## config.mk

```make
export PLATFORM = sky130hd
export DESIGN_NAME = frequency_protection_stage
export DESIGN_NICKNAME = d
export VERILOG_FILES = /design/src/frequency_protection_stage.v /design/src/ratio_divider.v
export VERILOG_INCLUDE_DIRS = /design/src
export SDC_FILE = /design/constraint.sdc
export NUM_CORES = 2
export LEC_CHECK = 0
export ABC_AREA = 1
export BUFFER_PORTS_ARGS = -buffer_cell sky130_fd_sc_hd__buf_2
export CORE_AREA = 2 2 560 339
export CTS_CLUSTER_DIAMETER = 40
export DETAILED_ROUTE_END_ITERATION = 6
export DIE_AREA = 0 0 562 341
export PLACE_DENSITY = 0.58
export SLEW_MARGIN = 5
export SYNTH_ARGS = -nofsm -noshare
export SYNTH_HDL_FRONTEND = slang
export SYNTH_SLANG_ARGS = --single-unit
```

## constraint.sdc

```tcl
create_clock -name mclk -period 127.5 [get_ports mclk]
set_input_delay 6.375 -clock mclk [delete_from_list [all_inputs] [get_ports mclk]]
set_output_delay 6.375 -clock mclk [all_outputs]
set_load 0.02 [all_outputs]
```

## src/freq_stage_regs.vh

```
// Register map, field layout and timing constants of the frequency stage.
// Behaviour
// - Over picks above setting, under below setting.
// - Release only after fixed 20 mHz hysteresis.
// - Ratio of frequency to setting, 0.001 steps.
// - Zero undervoltage threshold disables voltage blocking.
// - Voltage under threshold inhibits stage operation.
// - Stage runs only if group use set.
// - Group and setting changes apply while running.
// - Trip delayed by definite time from start.
// - Condition is normal, start, trip or blocked.
// - Expected operating time readable, 5 ms steps.
// - Signed remaining time while counting, bounded.
// - Block input sampled before pick-up evaluation.
// - Pick-up without block raises start, starts timing.
// - Pick-up with block raises blocked only.
// - Late block clears start like release.
// - Masked time-stamped ON and OFF events.
// - Separately clearable start, trip, blocked counters.
// - Circular log of last twelve operations.
// - Log holds pre-trigger, fault frequency, group.
// - Frequency taken from one of three references.
// - Forcing overrides reported stage condition.
// - Disabled stage gives no outputs or events.
`ifndef FREQ_STAGE_REGS_VH
`define FREQ_STAGE_REGS_VH

`define CLK_MHZ        40
`define PROC_CYCLE_US  5000
`define PROC_CYCLE_MS  5
`define CYCLE_CLKS     (`PROC_CYCLE_US * `CLK_MHZ)
`define PRE_TRIG_MS    20
`define PRE_CYC        (`PRE_TRIG_MS / `PROC_CYCLE_MS)

`define HYST_CNT       16'h0002
`define RATIO_SCALE    32'h0000_03e8
`define RATIO_MAX      16'h4e20
`define DELAY_MAX      20'h5_7e40
`define DIV_STEPS      6'h20
`define LOG_DEPTH      5'h0c
`define LOG_LAST       5'h0b
`define GROUPS         8

`define OFS_CTRL       8'h00
`define OFS_USE        8'h04
`define OFS_FSET_OVER  8'h08
`define OFS_FSET_UNDER 8'h0c
`define OFS_UV_BLOCK   8'h10
`define OFS_DELAY      8'h14
`define OFS_EV_MASK    8'h18
`define OFS_STATUS     8'h1c
`define OFS_RATIO      8'h20
`define OFS_EXP_TIME   8'h24
`define OFS_REM_OVER   8'h28
`define OFS_REM_UNDER  8'h2c
`define OFS_CNT_START  8'h30
`define OFS_CNT_TRIP   8'h34
`define OFS_CNT_BLK    8'h38
`define OFS_LOG_SEL    8'h3c
`define OFS_LOG_TIME   8'h40
`define OFS_LOG_INFO   8'h44
`define OFS_LOG_FREQ   8'h48

`define CTRL_EN_LSB    0
`define CTRL_FRC_EN    2
`define CTRL_FRC_LSB   3
`define CTRL_REF       8:7
`define CTRL_GRP       11:9
`define CTRL_W         12

`define CTRL_RST       12'h000
`define USE_RST        16'h0000
`define FSET_OVER_RST  16'h13ec
`define FSET_UNDER_RST 16'h1324
`define UV_RST         16'h0000
`define DELAY_RST      20'h0_0014
`define EV_MASK_RST    6'h3f

`define COND_NORMAL    2'h0
`define COND_START     2'h1
`define COND_TRIP      2'h2
`define COND_BLOCKED   2'h3

`endif

```

## src/frequency_protection_stage.v

```verilog
// Over- and underfrequency protection stage with APB registers, events and fault log.
`timescale 1ns/100ps
`include "freq_stage_regs.vh"

module frequency_protection_stage #(
	parameter [31:0] CYCLE_CLKS = `CYCLE_CLKS,
	parameter        TW         = 18
) (
	input  wire        mclk,
	input  wire        sys_rst,
	input  wire        psel,
	input  wire        penable,
	input  wire        pwrite,
	input  wire [7:0]  paddr,
	input  wire [31:0] pwdata,
	output reg  [31:0] prdata,
	output wire        pready,
	output wire        pslverr,
	input  wire [15:0] freqRef0,
	input  wire [15:0] freqRef1,
	input  wire [15:0] freqRef2,
	input  wire [15:0] voltMeas,
	input  wire        blockIn,
	input  wire [31:0] timeStamp,
	output reg  [1:0]  startOut,
	output reg  [1:0]  tripOut,
	output reg  [1:0]  blockedOut,
	output reg         evtValid,
	output reg  [11:0] evtFlags,
	output reg  [31:0] evtTime
);

	localparam [TW-1:0] CYC_LAST = CYCLE_CLKS[TW-1:0] - 1'b1;

	reg  [TW-1:0]        tickCnt_q;
	reg                  tick_q;
	reg                  eval_q;
	reg  [`CTRL_W-1:0]   ctrl_q;
	reg  [15:0]          use_q;
	reg  [15:0]          fset_q [0:1];
	reg  [15:0]          uv_q;
	reg  [19:0]          delay_q;
	reg  [5:0]           evMask_q;
	reg  [3:0]           logSel_q;
	reg  [15:0]          freq_q;
	reg  [15:0]          volt_q;
	reg                  blk_q;
	reg  [15:0]          hist_q [0:`PRE_CYC-1];
	reg  [1:0]           pu_q;
	reg  [1:0]           st_q;
	reg  [1:0]           tr_q;
	reg  [1:0]           bl_q;
	reg  [19:0]          cnt_q [0:1];
	reg  [15:0]          cntStart_q;
	reg  [15:0]          cntTrip_q;
	reg  [15:0]          cntBlk_q;
	reg  [31:0]          logTime_q [0:11];
	reg  [5:0]           logInfo_q [0:11];
	reg  [31:0]          logFreq_q [0:11];
	reg  [3:0]           wrPtr_q;
	reg  [3:0]           logCnt_q;
	reg  [1:0]           actV;
	reg  [1:0]           puN;
	reg  [19:0]          cntInc [0:1];
	reg  [3:0]           condV;
	reg  [1:0]           sN;
	reg  [1:0]           tN;
	reg  [1:0]           bN;
	reg  [11:0]          evRaw;
	reg  [2:0]           logId;
	reg  [31:0]          rdData;
	reg                  rdHit;
	reg  [15:0]          refSel;
	wire [31:0]          ratioW;
	wire                 uvBlk;
	wire [2:0]           grp   = ctrl_q[`CTRL_GRP];
	wire                 wrEn  = psel & penable & pwrite;
	wire [3:0]           logIx;
	wire [5:0]           onAll = {evRaw[8:6], evRaw[2:0]};
	wire                 logWr = |onAll;
	integer              i, j, k, m, n;

	function pickFn;
		input        over;
		input        held;
		input [15:0] f;
		input [15:0] s;
		begin
			if (over)
				pickFn = held ? (f > s - `HYST_CNT) : (f > s);
			else
				pickFn = held ? (f < s + `HYST_CNT) : (f < s);
		end
	endfunction

	function [1:0] condFn;
		input b;
		input t;
		input s;
		begin
			condFn = b ? `COND_BLOCKED : t ? `COND_TRIP : s ? `COND_START : `COND_NORMAL;
		end
	endfunction

	function [31:0] remFn;
		input        st;
		input [19:0] d;
		input [19:0] c;
		reg   [20:0] r;
		begin
			r     = {1'b0, d} - {1'b0, c};
			remFn = st ? {{11{r[20]}}, r} : 32'h0000_0000;
		end
	endfunction

	function [3:0] logIdxFn;
		input [3:0] wp;
		input [3:0] n;
		reg   [4:0] v;
		begin
			v = {1'b0, wp} + `LOG_LAST - {1'b0, n};
			if (v >= `LOG_DEPTH) begin
				v = v - `LOG_DEPTH;
			end
			logIdxFn = v[3:0];
		end
	endfunction

	assign pready  = 1'b1;
	assign pslverr = psel & penable & ~rdHit;
	assign uvBlk   = (uv_q != 16'h0000) && (volt_q < uv_q);
	assign logIx   = logIdxFn(wrPtr_q, logSel_q);

	always @* begin
		case (ctrl_q[`CTRL_REF])
			2'h1:    refSel = freqRef1;
			2'h2:    refSel = freqRef2;
			default: refSel = freqRef0;
		endcase
	end

	// The processing cycle: sample on tick, evaluate one clock later.
	always @(posedge mclk or posedge sys_rst) begin
		if (sys_rst) begin
			tickCnt_q <= {TW{1'b0}};
			tick_q    <= 1'b0;
			eval_q    <= 1'b0;
			freq_q    <= 16'h0000;
			volt_q    <= 16'h0000;
			blk_q     <= 1'b0;
			for (j = 0; j < `PRE_CYC; j = j + 1) begin
				hist_q[j] <= 16'h0000;
			end
		end else begin
			tick_q    <= tickCnt_q == CYC_LAST;
			tickCnt_q <= (tickCnt_q == CYC_LAST) ? {TW{1'b0}} : tickCnt_q + 1'b1;
			eval_q    <= tick_q;
			if (tick_q) begin
				blk_q     <= blockIn;
				freq_q    <= refSel;
				volt_q    <= voltMeas;
				hist_q[0] <= freq_q;
				for (j = 1; j < `PRE_CYC; j = j + 1) begin
					hist_q[j] <= hist_q[j-1];
				end
			end
		end
	end

	always @* begin
		evRaw = 12'h000;
		for (i = 0; i < 2; i = i + 1) begin
			actV[i]   = ctrl_q[`CTRL_EN_LSB + i] & use_q[i*`GROUPS + grp];
			puN[i]    = actV[i] & ~uvBlk & pickFn(i == 0, pu_q[i], freq_q, fset_q[i]);
			cntInc[i] = (cnt_q[i] >= `DELAY_MAX) ? `DELAY_MAX : cnt_q[i] + 20'h0_0001;
			if (!ctrl_q[`CTRL_EN_LSB + i])
				condV[2*i +: 2] = `COND_NORMAL;
			else if (ctrl_q[`CTRL_FRC_EN])
				condV[2*i +: 2] = ctrl_q[`CTRL_FRC_LSB + 2*i +: 2];
			else
				condV[2*i +: 2] = condFn(bl_q[i], tr_q[i], st_q[i]);
			sN[i] = condV[2*i +: 2] == `COND_START || condV[2*i +: 2] == `COND_TRIP;
			tN[i] = condV[2*i +: 2] == `COND_TRIP;
			bN[i] = condV[2*i +: 2] == `COND_BLOCKED;
			evRaw[6*i +: 6] = {bN[i] & ~blockedOut[i], tN[i] & ~tripOut[i], sN[i] & ~startOut[i],
				~bN[i] & blockedOut[i], ~tN[i] & tripOut[i], ~sN[i] & startOut[i]};
			evRaw[6*i +: 6] = {evRaw[6*i +: 3], evRaw[6*i+3 +: 3]};
		end
	end

	// The log keeps one entry per clock; stage 0 and then a trip take precedence.
	always @* begin
		logId = 3'h0;
		for (k = 1; k >= 0; k = k - 1) begin
			if (evRaw[6*k+2])
				logId = {k[0], `COND_BLOCKED};
			if (evRaw[6*k])
				logId = {k[0], `COND_START};
			if (evRaw[6*k+1])
				logId = {k[0], `COND_TRIP};
		end
	end

	// Blocking is seen once per processing cycle, so it must be present at the tick that samples the expiring cycle.
	always @(posedge mclk or posedge sys_rst) begin
		if (sys_rst) begin
			for (m = 0; m < 2; m = m + 1) begin
				cnt_q[m] <= 20'h0_0000;
			end
			pu_q <= 2'h0;
			st_q <= 2'h0;
			tr_q <= 2'h0;
			bl_q <= 2'h0;
		end else if (eval_q) begin
			pu_q <= puN;
			for (m = 0; m < 2; m = m + 1) begin
				if (puN[m] & ~blk_q) begin
					st_q[m]  <= 1'b1;
					cnt_q[m] <= cntInc[m];
					tr_q[m]  <= cntInc[m] >= delay_q;
					bl_q[m]  <= 1'b0;
				end else begin
					st_q[m]  <= 1'b0;
					tr_q[m]  <= 1'b0;
					cnt_q[m] <= 20'h0_0000;
					bl_q[m]  <= puN[m];
				end
			end
		end
	end

	always @(posedge mclk or posedge sys_rst) begin
		if (sys_rst) begin
			startOut   <= 2'h0;
			tripOut    <= 2'h0;
			blockedOut <= 2'h0;
			evtValid   <= 1'b0;
			evtFlags   <= 12'h000;
			evtTime    <= 32'h0000_0000;
		end else begin
			startOut   <= sN;
			tripOut    <= tN;
			blockedOut <= bN;
			evtValid   <= |(evRaw & {evMask_q, evMask_q});
			evtFlags   <= evRaw & {evMask_q, evMask_q};
			if (|evRaw) begin
				evtTime <= timeStamp;
			end
		end
	end

	always @(posedge mclk or posedge sys_rst) begin
		if (sys_rst) begin
			wrPtr_q  <= 4'h0;
			logCnt_q <= 4'h0;
			for (n = 0; n < `LOG_DEPTH; n = n + 1) begin
				logTime_q[n] <= 32'h0000_0000;
				logInfo_q[n] <= 6'h00;
				logFreq_q[n] <= 32'h0000_0000;
			end
		end else if (logWr) begin
			logTime_q[wrPtr_q] <= timeStamp;
			logInfo_q[wrPtr_q] <= {grp, logId};
			logFreq_q[wrPtr_q] <= {hist_q[`PRE_CYC-1], freq_q};
			wrPtr_q  <= ({1'b0, wrPtr_q} == `LOG_LAST) ? 4'h0 : wrPtr_q + 4'h1;
			if ({1'b0, logCnt_q} != `LOG_DEPTH) begin
				logCnt_q <= logCnt_q + 4'h1;
			end
		end
	end

	// A clear that meets a new activation leaves the count at one.
	always @(posedge mclk or posedge sys_rst) begin
		if (sys_rst) begin
			cntStart_q <= 16'h0000;
			cntTrip_q  <= 16'h0000;
			cntBlk_q   <= 16'h0000;
		end else begin
			if (wrEn && paddr == `OFS_CNT_START)
				cntStart_q <= {15'h0000, |onAll[3:0] & (evRaw[0] | evRaw[6])};
			else if (evRaw[0] | evRaw[6])
				cntStart_q <= cntStart_q + 16'h0001;
			if (wrEn && paddr == `OFS_CNT_TRIP)
				cntTrip_q <= {15'h0000, evRaw[1] | evRaw[7]};
			else if (evRaw[1] | evRaw[7])
				cntTrip_q <= cntTrip_q + 16'h0001;
			if (wrEn && paddr == `OFS_CNT_BLK)
				cntBlk_q <= {15'h0000, evRaw[2] | evRaw[8]};
			else if (evRaw[2] | evRaw[8])
				cntBlk_q <= cntBlk_q + 16'h0001;
		end
	end

	always @(posedge mclk or posedge sys_rst) begin
		if (sys_rst) begin
			ctrl_q    <= `CTRL_RST;
			use_q     <= `USE_RST;
			fset_q[0] <= `FSET_OVER_RST;
			fset_q[1] <= `FSET_UNDER_RST;
			uv_q      <= `UV_RST;
			delay_q   <= `DELAY_RST;
			evMask_q  <= `EV_MASK_RST;
			logSel_q  <= 4'h0;
		end else if (wrEn) begin
			case (paddr)
				`OFS_CTRL:       ctrl_q    <= pwdata[`CTRL_W-1:0];
				`OFS_USE:        use_q     <= pwdata[15:0];
				`OFS_FSET_OVER:  fset_q[0] <= pwdata[15:0];
				`OFS_FSET_UNDER: fset_q[1] <= pwdata[15:0];
				`OFS_UV_BLOCK:   uv_q      <= pwdata[15:0];
				`OFS_DELAY:      delay_q   <= (pwdata[19:0] > `DELAY_MAX) ? `DELAY_MAX : pwdata[19:0];
				`OFS_EV_MASK:    evMask_q  <= pwdata[5:0];
				`OFS_LOG_SEL:    logSel_q  <= pwdata[3:0];
				default:         logSel_q  <= logSel_q;
			endcase
		end
	end

	always @* begin
		rdHit  = 1'b1;
		rdData = 32'h0000_0000;
		case (paddr)
			`OFS_CTRL:       rdData = {20'h0_0000, ctrl_q};
			`OFS_USE:        rdData = {16'h0000, use_q};
			`OFS_FSET_OVER:  rdData = {16'h0000, fset_q[0]};
			`OFS_FSET_UNDER: rdData = {16'h0000, fset_q[1]};
			`OFS_UV_BLOCK:   rdData = {16'h0000, uv_q};
			`OFS_DELAY:      rdData = {12'h000, delay_q};
			`OFS_EV_MASK:    rdData = {26'h000_0000, evMask_q};
			`OFS_STATUS:     rdData = {24'h00_0000, blk_q, uvBlk, pu_q, condV};
			`OFS_RATIO:      rdData = ratioW;
			`OFS_EXP_TIME:   rdData = {12'h000, delay_q};
			`OFS_REM_OVER:   rdData = remFn(st_q[0], delay_q, cnt_q[0]);
			`OFS_REM_UNDER:  rdData = remFn(st_q[1], delay_q, cnt_q[1]);
			`OFS_CNT_START:  rdData = {16'h0000, cntStart_q};
			`OFS_CNT_TRIP:   rdData = {16'h0000, cntTrip_q};
			`OFS_CNT_BLK:    rdData = {16'h0000, cntBlk_q};
			`OFS_LOG_SEL:    rdData = {28'h000_0000, logSel_q};
			`OFS_LOG_TIME:   rdData = logTime_q[logIx];
			`OFS_LOG_INFO:   rdData = {23'h00_0000, logSel_q < logCnt_q, logInfo_q[logIx][5:3] + 3'h1,
				2'h0, logInfo_q[logIx][2:0]};
			`OFS_LOG_FREQ:   rdData = logFreq_q[logIx];
			default:         rdHit  = 1'b0;
		endcase
	end

	always @(posedge mclk or posedge sys_rst) begin
		if (sys_rst) begin
			prdata <= 32'h0000_0000;
		end else if (psel & ~penable & ~pwrite) begin
			prdata <= rdData;
		end
	end

	genvar g;
	generate
		for (g = 0; g < 2; g = g + 1) begin : gRatio
			ratio_divider #(
				.QMAX     (`RATIO_MAX)
			) uDiv (
				.mclk     (mclk),
				.sys_rst  (sys_rst),
				.start    (eval_q),
				.dividend (freq_q * `RATIO_SCALE),
				.divisor  (fset_q[g]),
				.quotient (ratioW[16*g +: 16])
			);
		end
	endgenerate

endmodule // frequency_protection_stage

```

## src/ratio_divider.v

```verilog
// Iterative divider that forms the measured-to-set frequency ratio.
`timescale 1ns/100ps
`include "freq_stage_regs.vh"

module ratio_divider #(
	parameter [15:0] QMAX = `RATIO_MAX
) (
	input  wire        mclk,
	input  wire        sys_rst,
	input  wire        start,
	input  wire [31:0] dividend,
	input  wire [15:0] divisor,
	output reg  [15:0] quotient
);

	reg  [16:0] rem_q;
	reg  [31:0] quo_q;
	reg  [5:0]  cnt_q;
	wire [16:0] trial = {rem_q[15:0], quo_q[31]};
	wire        fits  = trial >= {1'b0, divisor};
	wire [31:0] quoN  = {quo_q[30:0], fits};

	// A zero setting or a ratio beyond the display range reads as the ceiling.
	always @(posedge mclk or posedge sys_rst) begin
		if (sys_rst) begin
			rem_q    <= 17'h0_0000;
			quo_q    <= 32'h0000_0000;
			cnt_q    <= 6'h00;
			quotient <= 16'h0000;
		end else if (start) begin
			rem_q <= 17'h0_0000;
			quo_q <= dividend;
			cnt_q <= `DIV_STEPS;
		end else if (cnt_q != 6'h00) begin
			rem_q <= fits ? trial - {1'b0, divisor} : trial;
			quo_q <= quoN;
			cnt_q <= cnt_q - 6'h01;
			if (cnt_q == 6'h01) begin
				quotient <= (divisor == 16'h0000 || quoN > {16'h0000, QMAX}) ? QMAX : quoN[15:0];
			end
		end
	end

endmodule // ratio_divider

```

# Yosys cells after proc, flatten, opt, wreduce, memory -nomap -nowiden

Index checks and enable logic that the tools add are counted.

Register bits: 1,390
Input port bits: 142
Output and inout bits: 85
Logic and storage cells: 320

Add/subtract/negate cells: 21
$mul: 1
$lt $le $gt $ge: 21
Equality and inequality tests: 31
Mux-type cells: 79
Bitwise operators: 50
Reductions and logical operators: 37

Operator list:

| kind                                                                                  | count |
|---|---|
| 384-bit bitwise mux                                                                   | 2 |
| 32-bit case mux with 18 select lines                                                  | 1 |
| 32-bit two-way mux                                                                    | 11 |
| 32-bit binary-select mux with 4-bit select                                            | 2 |
| 16-bit two-way mux                                                                    | 14 |
| 32-bit demux with 4-bit select                                                        | 1 |
| 20-bit two-way mux                                                                    | 5 |
| 72-bit bitwise mux                                                                    | 1 |
| 8-bit by 6-bit equality test with 1-bit output, second input constant                 | 8 |
| 32-bit by 15-bit > comparator with 1-bit output, second input constant                | 2 |
| 16-bit by 1-bit adder with 16-bit output, second input constant                       | 3 |
| 16-bit less-than comparator                                                           | 3 |
| 6-bit two-way mux                                                                     | 7 |
| 20-bit by 20-bit subtractor with 21-bit output                                        | 2 |
| 20-bit by 1-bit adder with 20-bit output, second input constant                       | 2 |
| 20-bit by 19-bit greater-or-equal comparator with 1-bit output, second input constant | 2 |
| 20-bit greater-or-equal comparator                                                    | 2 |
| 17-bit by 16-bit greater-or-equal comparator with 1-bit output                        | 2 |
| 8-bit by 5-bit equality test with 1-bit output, second input constant                 | 4 |
| 16-bit > comparator                                                                   | 2 |
| 16-bit logical NOT                                                                    | 2 |
| 16-bit case mux with 2 select lines                                                   | 1 |
| 16-bit subtractor                                                                     | 2 |
| 1-bit bitwise AND                                                                     | 26 |
| other kinds (53)                                                                      | 133 |

# Longest topological paths before layout

Depth in word-level cells: 14
Gate-level depth with buffers: 30
Mapped depth without buffers: 29

# Cells and area by module

From an unflattened synthesis, not the netlist that was laid out.

Cell total of the unflattened synthesis: 9,708
Area, all modules: 76,110.5 µm²

Modules (own cells, without submodules):

| module                     | instances | cells an instance | area each (µm²) | seq. area each (µm²) |
|---|---|---|---|---|
| frequency_protection_stage | 1         | 8,584             | 67,477.2        | 31,306.3 |
| ratio_divider              | 2         | 562               | 4,316.6         | 1,751.7 |

# Worst setup path after synthesis

OpenSTA, ideal clock, no wires.

Kind: in2out
Start: input port paddr[7]
End: output port pslverr
Arrival: 7,837 ps
Data required time: 121,125 ps
Setup slack: 113,288 ps
Stages: 8
Path buffers: 2
Cell sequence: inv_1 > nand3_1 > nor2_2 > buf_4 > buf_2 > nor4_1 > nand4_1 > nor3_1

Cells in the longest elaborated chain, start to end: 5
Elaborated cells between the ends (all ways): 23
Classes of those cells: 18 x eq/ne; 1 x mux; 2 x bitwise; 2 x reduce/logical

Ends and longest elaborated chain:

| element                                                                | RTL line                         | RTL |
|---|---|---|
| start: declaration                                                     | frequency_protection_stage.v:14  | `input wire [7:0] paddr,` |
| 8-bit by 6-bit equality test with 1-bit output (tied with other cells) | frequency_protection_stage.v:322 | `case (paddr)` |
| 19-bit OR reduction (no line) *                                        | -                                |  |
| 1-bit two-way mux *                                                    | frequency_protection_stage.v:322 |  |
| 1-bit NOT *                                                            | frequency_protection_stage.v:130 | `assign pslverr = psel & penable & ~rdHit;` |
| 1-bit bitwise AND *                                                    | frequency_protection_stage.v:130 |  |
| end: declaration                                                       | frequency_protection_stage.v:18  | `output wire pslverr,` |

Every way passes the cells marked *; elsewhere a longest branch is shown, timed or not.

# Worst setup path after layout

Start: input port paddr[0]
End: output port pslverr

The elaborated chain is that of the path after synthesis.

==> impl_metrics.json <==
{
  "grt-ovfl-total": 0,
  "clock_skew_ps": 86.3,
  "ys_ff_latch": 1390,
  "die_area_um2": 192000,
  "layout_commonest_cell": "nand2_1",
  "tightest_slew_ps": 1160,
  "multi_input_comb_area_um2": 34100,
  "status": "completed",
  "maxCapViolCount": 0,
  "synthArstFlopShare_pct": 100,
  "seqCellArea_um2": 34800,
  "htreeDepth": 4,
  "detail_route.iter0.violations": 8347,
  "hold_path_end": "tickCnt_q[4]",
  "arrival_ps": 8730,
  "cts_inserted_buffers": 177,
  "min_period_ps": 15100,
  "postCtsResizedCells": 0,
  "synthAdderAreaFrac_pct": 6.32,
  "worst-setup-path-type": "input port to output port",
  "rsz0062_at_grt": "false",
  "areaGrowthSynthToFinish_pct": 11.4,
  "clock.fmax_mhz": 66.2,
  "min_period_over_period_pct": 11.8,
  "cts-root-buf": "clkbuf_16",
  "min_from": "tickCnt_q[4]",
  "rows": 123,
  "max-vdd-ir-drop_mv": 0.0369,
  "clock-sinks": 1390,
  "setup_viol": 0,
  "relSlewSlack_pct": 22.4,
  "coreArea_um2": 187000,
  "synth_cells": 9371,
  "ant_nets": 0,
  "synth-compound-area-share_pct": 15.6,
  "synthDistinctLibCells": 63,
  "place_ws_ps": 112550,
  "clock_path_buffers": 4,
  "via_count": 66400,
  "rr_worst_depth": 23,
  "worstHoldPathType": "register to register",
  "layout-drive-gt1-share_pct": 7.51,
  "io-pin-count": 227,
  "vias_per_cell": 5.56,
  "first_pass_iters": 6,
  "synth_top_family_by_area": "simple AND/OR/NAND/NOR gates",
  "avgSynthCellArea_um2": 7.93,
  "wirelength_um": 267000,
  "synth_xor_area_share_pct": 1.01,
  "yosys_most_used_dff": "dfrtp_1",
  "worstPathMaxFanout": 12,
  "finalHoldViolCount": 0,
  "fillers": 18600,
  "final_max_slew_viol_count": 0,
  "place_inst": 11600,
  "antenna_found_initial": 11,
  "crit_path_end_kind": "output port",
  "finalWorstSetupSlack_ps": 112400,
  "cts_hold_buf": 0,
  "path_cells": "buf_2 > inv_1 > nand2_1 > nor2_1 > nand2_1 > inv_1 > nor4_1 > nand4_1 > nor3_1 > buf_2",
  "power_density_nw_per_um2": 17.6,
  "max_stage_delay_ps": 540,
  "power_leakage_uw": 0.0397,
  "min_path_cells": 1,
  "track_usage_pct": 27.6,
  "finalSetupTns_ps": 0,
  "start_kind": "input port",
  "nets": 9784,
  "cts.clk_slew.worst_paths_ps": 60,
  "grt_first_pass_wirelength_um": 401000,
  "syn_area_um2": 74300,
  "ys_warn_count": 0,
  "start_util_pct": 39.8,
  "gp_congestion": 1.01,
  "final_util_pct": 44.4,
  "synth-simple-area-share_pct": 22.9,
  "dp_hpwl_um": 183000,
  "die_y_um": 341,
  "ys_seq_area_share_pct": 46.8,
  "drc": 0,
  "totalPowerFinal_uw": 1450,
  "synth-edff-count": 0,
  "critPathRequiredTime_ps": 121120,
  "grt_max_degree": 181,
  "grt_pass1_vias": 60800,
  "slowest_stage": "nand2_1",
  "r2r_start": "wrPtr_q[1]",
  "layout_common_cells": "nand2_1 (2700), dfrtp_1 (1368), o21ai_0 (1150)",
  "timing.rr.end": "prdata[6]",
  "clk-insertion-delay-late_ps": 840,
  "wl_per_cell_um": 22.4,
  "dieWidth_um": 562,
  "portBuffers": 213,
  "rrSetupSlack_ps": 121100,
  "cts_tree": "yes",
  "post_cts_buffers": 0,
  "muxShareOfSynthArea_pct": 0,
  "stdcell_count": 11900
}
## per-layer routing
metal	global-route usage, %	vias to the layer above	wire length, um
met1	43.9	32200	129000
met2	36.0	2940	103000
met4	6.64	2	6260
met5	0	-	7
met3	7.44	356	29800
li1	-	30900	-
## layout make-up
| class | count | area share [%] |
|---|---|---|
| flip-flops and latches | 1390 | 42.1 |
| diodes | 2 | 0.00605 |
| clock inverters | 88 | 1.44 |
| clock buffers | 225 | 5.93 |
| repair buffers | 297 | 2.12 |
| multi-input cells | 6690 | 41.2 |
| inverters | 746 | 3.45 |
| well taps | 2500 | 3.78 |
## critical path, delay by kind of cell
| kind | cells | cell delay [ps] |
|---|---|---|
| AND/OR/NAND/NOR | 6 | 1610 |
| buffers and inverters | 4 | 730 |
## metrics by stage
stage | cell area, um^2 | hold slack [ps]
floorplan | 74300 | 352
global placement | 76600 | 448
detailed placement | 76600 | 455
CTS | 82700 | 469
global route | 82700 | 489
finish | 82800 | 466
## power by group
group / internal (uW) / switching, uW
Sequential: 471 / 16.9
Clock: 318 / 210
Combinational: 121 / 316
## state kept, by name, summed over array words and instances, names as in the netlist, 16 cells and up
name / cells
volt_q: 16
uv_q: 16
cnt_q: 40
cntStart_q: 16
cntBlk_q: 16
logInfo_q: 72
fset_q: 16
prdata: 32
hist_q: 64
gRatio.uDiv.rem_q: 32
tickCnt_q: 18
cntTrip_q: 16
pickFn.s: 16
gRatio.uDiv.quo_q: 64
logTime_q: 384
gRatio.uDiv.quotient: 32
logFreq_q: 384
evtTime: 32
freq_q: 16
delay_q: 20
use_q: 16
## cell usage after synthesis, types with 13 or more instances
master,count,area share (%)
o211ai_1,38,0.38
nand3_1,535,3.6
fa_1,59,1.6
nand2_1,2702,14
o21bai_1,13,0.13
a32o_1,57,0.77
inv_1,711,3.6
nor3_1,73,0.49
dfrtp_1,1369,46
a21oi_1,352,2.4
nand4_1,113,0.95
nor2_1,596,3.0
clkbuf_1,287,1.4
o21ai_0,1152,7.8
xnor2_1,25,0.29
o21ai_1,271,1.8
a22o_1,16,0.19
or2_2,15,0.13
buf_1,18,0.091
o21a_1,13,0.13
buf_2,184,1.2
a31oi_1,14,0.12
xor2_1,61,0.72
buf_6,43,0.65
o22ai_1,119,1.0
inv_2,26,0.13
nor4_1,34,0.29
ha_1,281,4.7
dfstp_2,21,0.74
o221ai_1,21,0.25
a22oi_1,13,0.13
## worst max path at each step
stage	startpoint	endpoint	slack, ps	cells past startpoint
CTS	paddr[0]	pslverr	112540	10
finish	paddr[0]	pslverr	112400	10
global placement	paddr[0]	pslverr	112570	10
detailed placement	paddr[0]	pslverr	112550	10
floorplan	sys_rst	bl_q[0]	81970	1
global route	paddr[1]	pslverr	112350	10
## cell families (layout without fill, tap and decap cells)
kind of cell | count (synthesis) | in the layout
other cells | 2 | 5
simple gates | 4137 | 4137
compound gates | 2124 | 2124
buf+inv | 1292 | 1356
flops | 1390 | 1390
fa+ha+maj | 340 | 340
xor+xnor | 86 | 86
(Power assumes the default switching activity.)
